**config.mk**
```make
export PLATFORM = sky130hd
export DESIGN_NAME = rwcm_reset_watchdog
export DESIGN_NICKNAME = d
export VERILOG_FILES = /design/src/rtl/rwcm_pkg.sv /design/src/rtl/rwcm_reset_watchdog.sv
export SDC_FILE = /design/constraint.sdc
export NUM_CORES = 1
export LEC_CHECK = 0
export BUFFER_PORTS_ARGS = -buffer_cell sky130_fd_sc_hd__clkbuf_2
export CORE_MARGIN = 5
export CORE_UTILIZATION = 45
export DETAILED_ROUTE_END_ITERATION = 8
export GPL_ROUTABILITY_DRIVEN = 0
export PLACE_DENSITY = 0.77
export RECOVER_POWER = 25
export SLEW_MARGIN = 25
export SYNTH_ARGS = -nofsm -noshare
export SYNTH_HDL_FRONTEND = slang
export SYNTH_SLANG_ARGS = --single-unit
```
**constraint.sdc**
```tcl
create_clock -name clk -period 4.4 [get_ports clk]
set_clock_uncertainty 0.05 [all_clocks]
set_input_delay 0.44 -clock clk [delete_from_list [all_inputs] [get_ports clk]]
set_output_delay 0.44 -clock clk [all_outputs]
set_load 0.005 [all_outputs]
```
**src/rtl/rwcm_pkg.sv**
```systemverilog
// constants, field layout and bus carrier of the reset, watchdog and clock monitor block
package rwcm_pkg;

  // ****************************************************************
  // register byte addresses
  // ****************************************************************
  localparam logic [7:0] WATCHDOG_CONTROL_OFS = 8'h00;
  localparam logic [7:0] WATCHDOG_SERVICE_REGISTER_OFS = 8'h04;
  localparam logic [7:0] IRQ_STATUS_OFS = 8'h08;
  localparam logic [7:0] IRQ_MASK_OFS = 8'h0c;

  // ****************************************************************
  // control register fields and reset values
  // ****************************************************************
  localparam int FAILURE_FLAG_BIT = 4;
  localparam int CLOCK_MONITOR_ENABLE_BIT = 3;
  localparam int WATCHDOG_ENABLE_BIT = 2;
  localparam int TIMEOUT_SELECT_HIGH_BIT = 1;
  localparam int TIMEOUT_SELECT_LOW_BIT = 0;
  localparam logic [7:0] CONTROL_RESET = 8'h00;

  // interrupt status / mask bit positions
  localparam int IRQ_WATCHDOG_BIT = 0;
  localparam int IRQ_CLOCK_MONITOR_BIT = 1;
  localparam int IRQ_EXT_RESET_BIT = 2;
  localparam logic [2:0] IRQ_RESET = 3'h0;

  // service key values
  localparam logic [7:0] SERVICE_ARM_KEY = 8'h55;
  localparam logic [7:0] SERVICE_FIRE_KEY = 8'haa;

  // ****************************************************************
  // timing
  // ****************************************************************
  localparam int CLK_HZ = 20_000_000;
  localparam int WATCHDOG_BASE_SHIFT = 15;
  localparam int EXT_RESET_MIN_CYCLES = 8;
  localparam int PIN_DRIVE_CYCLES = 16;
  localparam int POR_DELAY_CYCLES = 4064;
  // slow-clock detector thresholds, realised by the analog detector
  localparam int MONITOR_SAFE_KHZ = 200;
  localparam int MONITOR_FAIL_KHZ = 10;

  // ****************************************************************
  // types
  // ****************************************************************
  typedef struct packed {
    logic cyc;
    logic stb;
    logic we;
    logic [7:0] adr;
    logic [3:0] sel;
    logic [31:0] dat;
  } rwcm_wb_req_s;

  typedef enum logic [1:0] {
    ST_POR = 2'b00,
    ST_RUN = 2'b01,
    ST_DRIVE = 2'b10,
    ST_WAIT_PIN = 2'b11
  } rwcm_state_e;

endpackage : rwcm_pkg

```
**src/rtl/rwcm_reset_watchdog.sv**
```systemverilog
// reset generation: power-on, reset pin, watchdog and clock monitor
//
// Overview of operation
// - reset enters from power-on, reset pin low, watchdog expiry or clock failure
// - power-on holds reset for a delay, then until the pin is high
// - open-drain pull-down drives the reset pin low during power-up
// - pin low for eight bus cycles resets; the far side holds it that long
// - enabled watchdog expiry resets the system and drives the pin low
// - failure flag set by watchdog or monitor reset, cleared by control read
// - watchdog enable readable always, writable only once after reset
// - timeout select cleared by reset, writable only once after reset
// - watchdog period is bus clock over 2^15 times 1, 4, 16 or 64
// - writing 0x55 then 0xaa to the service register restarts the count
// - enabled clock monitor resets on slow or missing clock, never if off
// - no monitor reset above about 200 kHz; reset and pin drive below 10 kHz
// - enabled monitor treats a stop-mode halted clock as a failure
// - clock monitor enable is freely readable and writable
// - upper three control bits always read zero
//
// Chosen here: the register offsets and the Wishbone interface to the registers.
`timescale 1ns/10ps
`default_nettype none

module rwcm_reset_watchdog
#(
  parameter int PorDelayCycles = rwcm_pkg::POR_DELAY_CYCLES,
  parameter int ExtMinCycles = rwcm_pkg::EXT_RESET_MIN_CYCLES,
  parameter int PinDriveCycles = rwcm_pkg::PIN_DRIVE_CYCLES
)
(
  input wire logic clk,
  input wire logic arst_n,
  input wire rwcm_pkg::rwcm_wb_req_s wbReq,
  output logic [31:0] wbDatOut,
  output logic wbAck,
  input wire logic resetPinIn,
  output logic resetPinOut,
  output logic resetPinOe,
  input wire logic busClockSlow,
  input wire logic stopMode,
  output logic sysReset_n,
  output logic irq
);

  // ****************************************************************
  // helpers
  // ****************************************************************
  localparam int WdWidth = rwcm_pkg::WATCHDOG_BASE_SHIFT + 6;

  // last count of a period: 2^15 times 1, 4, 16 or 64, minus one
  function automatic logic [WdWidth-1:0] wdLastCount(input logic [1:0] sel);
    logic [WdWidth-1:0] one;
    one = {{(WdWidth-1){1'b0}}, 1'b1};
    wdLastCount = (one << (rwcm_pkg::WATCHDOG_BASE_SHIFT + 2 * int'(sel)))
      - one;
  endfunction : wdLastCount

  // ****************************************************************
  // declarations
  // ****************************************************************
  rwcm_pkg::rwcm_state_e state_reg, state_next;
  logic [15:0] stateCount_reg;
  logic [3:0] extLowCount_reg;
  logic [WdWidth-1:0] wdCount_reg;
  logic serviceArmed_reg;
  logic failureFlag_reg;
  logic monitorEnable_reg;
  logic watchdogEnable_reg;
  logic [1:0] timeoutSelect_reg;
  logic controlWritten_reg;
  logic [2:0] irqStatus_reg, irqStatus_next;
  logic [2:0] irqMask_reg;
  logic busReq, busWrite, busRead, lane0;
  logic ctrlWrite, ctrlRead, serviceWrite;
  logic inRun, wdExpire, monitorFail, extLow8, internalReset;
  logic [7:0] controlView;
  logic [31:0] readData;

  // ****************************************************************
  // bus decode
  // ****************************************************************
  // a request is acted on in the cycle before its ack
  assign busReq = wbReq.cyc & wbReq.stb & ~wbAck;
  assign busWrite = busReq & wbReq.we;
  assign busRead = busReq & ~wbReq.we;
  assign lane0 = wbReq.sel[0];
  assign ctrlWrite = busWrite & lane0
    & (wbReq.adr == rwcm_pkg::WATCHDOG_CONTROL_OFS);
  assign ctrlRead = busRead & (wbReq.adr == rwcm_pkg::WATCHDOG_CONTROL_OFS);
  assign serviceWrite = busWrite & lane0
    & (wbReq.adr == rwcm_pkg::WATCHDOG_SERVICE_REGISTER_OFS);

  // ****************************************************************
  // reset sources
  // ****************************************************************
  assign inRun = (state_reg == rwcm_pkg::ST_RUN);
  // expiry only counts while enabled
  assign wdExpire = inRun & watchdogEnable_reg
    & (wdCount_reg == wdLastCount(timeoutSelect_reg));
  // detector flags below the fail threshold; stop mode halts the clock
  assign monitorFail = inRun & monitorEnable_reg
    & (busClockSlow | stopMode);
  assign extLow8 = inRun & ~resetPinIn
    & (extLowCount_reg == 4'(ExtMinCycles - 1));
  // controls go back to reset values whenever the system is held
  assign internalReset = ~inRun;

  // ****************************************************************
  // reset sequencer
  // ****************************************************************
  // watchdog and monitor beat the pin when they coincide
  always_comb
  begin
    state_next = state_reg;
    unique case (state_reg)
      rwcm_pkg::ST_POR:
      begin
        if (stateCount_reg == 16'(PorDelayCycles - 1))
          state_next = resetPinIn ? rwcm_pkg::ST_RUN
                                  : rwcm_pkg::ST_WAIT_PIN;
      end
      rwcm_pkg::ST_RUN:
      begin
        if (wdExpire | monitorFail)
          state_next = rwcm_pkg::ST_DRIVE;
        else if (extLow8)
          state_next = rwcm_pkg::ST_WAIT_PIN;
      end
      rwcm_pkg::ST_DRIVE:
      begin
        if (stateCount_reg == 16'(PinDriveCycles - 1))
          state_next = rwcm_pkg::ST_WAIT_PIN;
      end
      rwcm_pkg::ST_WAIT_PIN:
      begin
        if (resetPinIn)
          state_next = rwcm_pkg::ST_RUN;
      end
    endcase
  end

  // state and its dwell counter
  always_ff @(posedge clk or negedge arst_n)
  begin
    if (!arst_n)
    begin
      state_reg <= rwcm_pkg::ST_POR;
      stateCount_reg <= 16'h0000;
    end
    else
    begin
      state_reg <= state_next;
      if (state_next != state_reg)
        stateCount_reg <= 16'h0000;
      else
        stateCount_reg <= stateCount_reg + 16'h0001;
    end
  end

  // consecutive low samples of the pin while running
  always_ff @(posedge clk or negedge arst_n)
  begin
    if (!arst_n)
      extLowCount_reg <= 4'h0;
    else if (!inRun || resetPinIn)
      extLowCount_reg <= 4'h0;
    else if (extLowCount_reg != 4'(ExtMinCycles - 1))
      extLowCount_reg <= extLowCount_reg + 4'h1;
  end

  // pin pull-down during power-up and after an internal failure
  always_ff @(posedge clk or negedge arst_n)
  begin
    if (!arst_n)
    begin
      resetPinOe <= 1'b1;
      resetPinOut <= 1'b0;
      sysReset_n <= 1'b0;
    end
    else
    begin
      resetPinOe <= (state_next == rwcm_pkg::ST_POR)
        | (state_next == rwcm_pkg::ST_DRIVE);
      resetPinOut <= 1'b0;
      sysReset_n <= (state_next == rwcm_pkg::ST_RUN);
    end
  end

  // ****************************************************************
  // watchdog counter and service sequence
  // ****************************************************************
  // counter runs freely; enable only gates the expiry
  always_ff @(posedge clk or negedge arst_n)
  begin
    if (!arst_n)
      wdCount_reg <= '0;
    else if (internalReset)
      wdCount_reg <= '0;
    else if (serviceWrite && serviceArmed_reg
             && wbReq.dat[7:0] == rwcm_pkg::SERVICE_FIRE_KEY)
      wdCount_reg <= '0;
    else if (wdCount_reg == wdLastCount(timeoutSelect_reg))
      wdCount_reg <= '0;
    else
      wdCount_reg <= wdCount_reg + {{(WdWidth-1){1'b0}}, 1'b1};
  end

  // arm on the first key, any other service value disarms
  always_ff @(posedge clk or negedge arst_n)
  begin
    if (!arst_n)
      serviceArmed_reg <= 1'b0;
    else if (internalReset)
      serviceArmed_reg <= 1'b0;
    else if (serviceWrite)
      serviceArmed_reg <=
        (wbReq.dat[7:0] == rwcm_pkg::SERVICE_ARM_KEY);
  end

  // ****************************************************************
  // control register
  // ****************************************************************
  // enables and timeout select; both write-once fields take one write
  always_ff @(posedge clk or negedge arst_n)
  begin
    if (!arst_n)
    begin
      monitorEnable_reg <= 1'b0;
      watchdogEnable_reg <= 1'b0;
      timeoutSelect_reg <= 2'h0;
      controlWritten_reg <= 1'b0;
    end
    else if (internalReset)
    begin
      monitorEnable_reg <= 1'b0;
      watchdogEnable_reg <= 1'b0;
      timeoutSelect_reg <= 2'h0;
      controlWritten_reg <= 1'b0;
    end
    else if (ctrlWrite)
    begin
      monitorEnable_reg <=
        wbReq.dat[rwcm_pkg::CLOCK_MONITOR_ENABLE_BIT];
      controlWritten_reg <= 1'b1;
      if (!controlWritten_reg)
      begin
        watchdogEnable_reg <= wbReq.dat[rwcm_pkg::WATCHDOG_ENABLE_BIT];
        timeoutSelect_reg <=
          {wbReq.dat[rwcm_pkg::TIMEOUT_SELECT_HIGH_BIT],
           wbReq.dat[rwcm_pkg::TIMEOUT_SELECT_LOW_BIT]};
      end
    end
  end

  // failure flag survives every reset but power-on; set beats read clear
  always_ff @(posedge clk or negedge arst_n)
  begin
    if (!arst_n)
      failureFlag_reg <= 1'b0;
    else if (wdExpire || monitorFail)
      failureFlag_reg <= 1'b1;
    else if (ctrlRead)
      failureFlag_reg <= 1'b0;
  end

  // upper bits tied low
  always_comb
  begin
    controlView = rwcm_pkg::CONTROL_RESET;
    controlView[rwcm_pkg::FAILURE_FLAG_BIT] = failureFlag_reg;
    controlView[rwcm_pkg::CLOCK_MONITOR_ENABLE_BIT] = monitorEnable_reg;
    controlView[rwcm_pkg::WATCHDOG_ENABLE_BIT] = watchdogEnable_reg;
    controlView[rwcm_pkg::TIMEOUT_SELECT_HIGH_BIT] = timeoutSelect_reg[1];
    controlView[rwcm_pkg::TIMEOUT_SELECT_LOW_BIT] = timeoutSelect_reg[0];
  end

  // ****************************************************************
  // interrupt status and mask
  // ****************************************************************
  // held across internal resets so software can see what happened
  always_comb
  begin
    irqStatus_next = irqStatus_reg;
    if (busWrite && lane0 && wbReq.adr == rwcm_pkg::IRQ_STATUS_OFS)
      irqStatus_next = irqStatus_reg & ~wbReq.dat[2:0];
    if (wdExpire)
      irqStatus_next[rwcm_pkg::IRQ_WATCHDOG_BIT] = 1'b1;
    if (monitorFail)
      irqStatus_next[rwcm_pkg::IRQ_CLOCK_MONITOR_BIT] = 1'b1;
    if (extLow8)
      irqStatus_next[rwcm_pkg::IRQ_EXT_RESET_BIT] = 1'b1;
  end

  always_ff @(posedge clk or negedge arst_n)
  begin
    if (!arst_n)
    begin
      irqStatus_reg <= rwcm_pkg::IRQ_RESET;
      irqMask_reg <= rwcm_pkg::IRQ_RESET;
      irq <= 1'b0;
    end
    else
    begin
      irqStatus_reg <= irqStatus_next;
      if (busWrite && lane0 && wbReq.adr == rwcm_pkg::IRQ_MASK_OFS)
        irqMask_reg <= wbReq.dat[2:0];
      irq <= |(irqStatus_next & irqMask_reg);
    end
  end

  // ****************************************************************
  // bus answer
  // ****************************************************************
  // unmapped addresses answer zero and drop writes
  always_comb
  begin
    readData = 32'h0000_0000;
    unique case (wbReq.adr)
      rwcm_pkg::WATCHDOG_CONTROL_OFS: readData = {24'h00_0000, controlView};
      rwcm_pkg::IRQ_STATUS_OFS: readData = {29'h0000_0000, irqStatus_reg};
      rwcm_pkg::IRQ_MASK_OFS: readData = {29'h0000_0000, irqMask_reg};
      default: readData = 32'h0000_0000;
    endcase
  end

  always_ff @(posedge clk or negedge arst_n)
  begin
    if (!arst_n)
    begin
      wbAck <= 1'b0;
      wbDatOut <= 32'h0000_0000;
    end
    else
    begin
      wbAck <= busReq;
      wbDatOut <= busRead ? readData : 32'h0000_0000;
    end
  end

  // ****************************************************************
  // checks
  // ****************************************************************
  por_pin_drive_a: assert property (@(posedge clk)
    disable iff (!arst_n) state_reg == rwcm_pkg::ST_POR |-> resetPinOe)
    else $error("pin not driven during power-up");

  ext_low_reset_a: assert property (@(posedge clk)
    disable iff (!arst_n) (inRun && !resetPinIn)[*8]
      |=> !inRun && !sysReset_n)
    else $error("eight low pin cycles did not reset");

  wd_expire_drive_a: assert property (@(posedge clk)
    disable iff (!arst_n) wdExpire |=> resetPinOe && !sysReset_n
      && state_reg == rwcm_pkg::ST_DRIVE)
    else $error("watchdog expiry did not drive the pin");

  fail_flag_set_a: assert property (@(posedge clk)
    disable iff (!arst_n) (wdExpire || monitorFail) |=> failureFlag_reg)
    else $error("failure flag not set");

  read_clears_a: assert property (@(posedge clk)
    disable iff (!arst_n) ctrlRead && !wdExpire && !monitorFail
      |=> !failureFlag_reg && wbDatOut[4] == $past(failureFlag_reg))
    else $error("control read did not clear the flag");

  enable_once_a: assert property (@(posedge clk)
    disable iff (!arst_n) inRun && $past(inRun) && $past(controlWritten_reg)
      |-> $stable(watchdogEnable_reg) && $stable(timeoutSelect_reg))
    else $error("write-once field changed");

  service_restart_a: assert property (@(posedge clk)
    disable iff (!arst_n) inRun && serviceWrite && serviceArmed_reg
      && wbReq.dat[7:0] == rwcm_pkg::SERVICE_FIRE_KEY
      |=> wdCount_reg == '0)
    else $error("service pair did not restart the count");

  monitor_off_a: assert property (@(posedge clk)
    disable iff (!arst_n) inRun && !monitorEnable_reg && !wdExpire
      |=> state_reg != rwcm_pkg::ST_DRIVE)
    else $error("disabled monitor caused a failure");

  stop_fail_a: assert property (@(posedge clk)
    disable iff (!arst_n) inRun && monitorEnable_reg && stopMode
      |=> resetPinOe ##1 !sysReset_n)
    else $error("stop with monitor enabled did not reset");

  upper_zero_a: assert property (@(posedge clk)
    disable iff (!arst_n) wbAck && $past(ctrlRead) |-> wbDatOut[7:5] == 3'h0)
    else $error("unused control bits read nonzero");

endmodule : rwcm_reset_watchdog

`default_nettype wire

```
==> results.ini <==
[clock_tree]
h-tree-depth=3
cts_tree=yes
clk_pin_slew_ns=0.06
hold_buffers=0
cts_resized=0
cts.path.max_buffers=2
cts-root-buf=clkbuf_8
cts_sinks=65
postCtsSetupBuffers=0
cts_made_buffers=9
clkLatencyLatePin_ns=0.34

[setup_path]
crit_chain=ha_1 -> and3_1 -> nand4_1 -> nor2_2 -> nand4b_2 -> a221oi_4 -> nor3_1
cpPeakStageDelay_ns=0.70
critPathArrivalTime_ns=2.75
crit_family=simple AND/OR/NAND/NOR gates
r2r_slack_ns=1.79
cp-start-kind=flip-flop
worstPathBufferInverterCount=0
crit_required_ns=4.54
critPathMaxFanout=16
cp_slowest_cell=a221oi_4
critical_path_class=reg2reg
critPathCaptureType=flip-flop

[power]
p_leak_nw=1.723
peakVddDrop_uv=194.4
pwr_density_cell_mw_per_mm2=366.7

[timing]
hold_slack_ns=0.2097
rsz0062_at_grt=no
layout_min_cycle_time_ns=2.607
maxSlewHeadroom=0.4743
hold_viol=0
tns_ns=0
setup_viol=0
drv_slew=0
tightestPinTransition_ns=0.7886
fin_crit_sh=0.5924
fmax_mhz=383.6

[yosys]
synth-seq-cells=65
syn_area_mm2=0.003428
yosysWarningCount=0
synthCells=353
synth_edf_count=0
synth_cell_types=53
async_reset_ff_frac=1.000
avgSynthCellArea_um2=9.712
synth_ff_type=dfrtp_1
seq_area_frac_synth=0.4748

[global_route]
grt.busiest_layer=met2
grt_max_degree=66
gr-usage-all-layers=0.1450
use_met2=0.2330
use_met1=0.1808
grt_pass1_vias=2451
grt_overflow_total=0
grt_first_pass_wirelength_um=11300
met3_usage=0.04882
grt_antenna_before_repair=0

[floorplanning]
die_h_um=97.29
dieArea_mm2=0.009464
rows=31
ios=89
start_util=0.4677
core_area_mm2=0.007331
die_x_um=97.29

[final_layout]
antenna_cells=0
areaGrowthSynthToFinish_pct=11.20
nets=444
drive_gt1_frac=0.1726
largest_reg_flops=21

[routing]
dr.pass1.iters=4
routedWlPerCell_um=13.11
drc=0
via_per_inst=5.073
totalWireLength_um=6462
num_vias=2501
ant_nets=0
drt-initial-drc-count=95

[placement]
dpl.hpwl_um=4695
io_buffers=33

[flow_run]
drv_cap=0

[run_status]
status=finished clean

[min_path]
worst_hold_path_type=in2async

-- path summary, 6_finish.rpt --
check                          startpoint                  to  depth (start not counted)
min in group clk                 wbReq[3]   monitorEnable_reg                          3
max in group asynchronous          arst_n     wdCount_reg[18]                          2
hold reg to reg            wdCount_reg[0]      wdCount_reg[0]                          1
setup / recovery           wdCount_reg[0]  stateCount_reg[12]                          7
setup reg to reg           wdCount_reg[0]  stateCount_reg[12]                          7
hold / removal                     arst_n  extLowCount_reg[1]                          2
-- routing by layer --
metal  wire, um  up-vias
li1           -     1233
met1       2892     1208
met2       3130       53
met3        355        7
met4         84        0
met5          0        -
-- power by group --
group / switching [mW] / internal [mW] / total (mW) / leakage (nW)
logic: 0.112 / 0.0679 / 0.180 / 0.725
clock network: 0.212 / 0.339 / 0.552 / 0.116
registers: 0.0353 / 0.631 / 0.666 / 0.882
-- cells in the mapped netlist, drive strengths merged (3+ instances only) --
| cell type | instances | area share |
|---|---|---|
| a21o | 3 | 0.0066 |
| a21oi | 6 | 0.0088 |
| a22oi | 3 | 0.0066 |
| and2 | 3 | 0.0055 |
| and3 | 11 | 0.020 |
| and4 | 4 | 0.010 |
| buf | 31 | 0.068 |
| clkbuf | 6 | 0.0066 |
| dfrtp | 64 | 0.47 |
| ha | 3 | 0.011 |
| inv | 9 | 0.0099 |
| mux2 | 6 | 0.020 |
| mux2i | 4 | 0.012 |
| nand2 | 24 | 0.026 |
| nand3 | 24 | 0.035 |
| nand4 | 6 | 0.011 |
| nor2 | 50 | 0.055 |
| nor3 | 22 | 0.034 |
| nor4 | 4 | 0.0073 |
| nor4bb | 3 | 0.0088 |
| o21ai | 5 | 0.0084 |
| or2 | 3 | 0.0055 |
| xnor2 | 18 | 0.046 |
| xor2 | 15 | 0.038 |
-- per-stage QoR --
stage	std cells	power [mW]	util	cell area, um^2	setup WS, ns
after floorplan	380	0.8226	-	3530	2.301
final	493	1.398	0.5201	3812	1.793
after global placement	477	0.8517	0.4887	3582	1.685
after CTS	493	1.418	0.5201	3812	1.760
after global routing	493	1.465	0.5201	3812	1.581
after detailed placement	477	0.8598	0.4892	3586	1.763
-- final cells by class --
type / instances / area [um^2]
clock buffers: 15 / 196.4
clock inverters: 1 / 30.03
fillers: 653 / 3518
inverters: 9 / 33.78
multi-input cells: 269 / 1620
flip-flops and latches: 65 / 1628
well taps: 99 / 123.9
repair buffers: 35 / 180.2
-- logic make-up (layout without fill, tap and decap cells) --
family                   Yosys count  in the layout  synth area share
flip-flops                        65             65            0.4748
buffers and inverters             46             60           0.08467
AO/OA/AOI/OAI                     28             28           0.06278
AND/OR/NAND/NOR                  166            166            0.2471
XOR/XNOR                          33             33           0.08431
other                              1             28          0.001094
multiplexers                      10             10           0.03139
adder cells (fa/ha/maj)            4              4           0.01387
-- placed cells by master, fill, tap and decap left out, drive strengths merged, types with 2 or more instances in the layout --
cell type | synthesis | layout
a21o | 3 | 3
a21oi | 6 | 6
a22oi | 3 | 3
a31oi | 2 | 2
and2 | 3 | 3
and3 | 11 | 11
and4 | 4 | 4
buf | 31 | 2
clkbuf | 6 | 48
conb | 1 | 28
dfrtp | 64 | 64
ha | 3 | 3
inv | 9 | 9
mux2 | 6 | 6
mux2i | 4 | 4
nand2 | 24 | 24
nand3 | 24 | 24
nand4 | 6 | 6
nand4b | 2 | 2
nor2 | 50 | 50
nor2b | 2 | 2
nor3 | 22 | 22
nor3b | 2 | 2
nor4 | 4 | 4
nor4bb | 3 | 3
o21ai | 5 | 5
o31ai | 2 | 2
or2 | 3 | 3
xnor2 | 18 | 18
xor2 | 15 | 15
No activity file was read; power rests on OpenSTA's default activity.
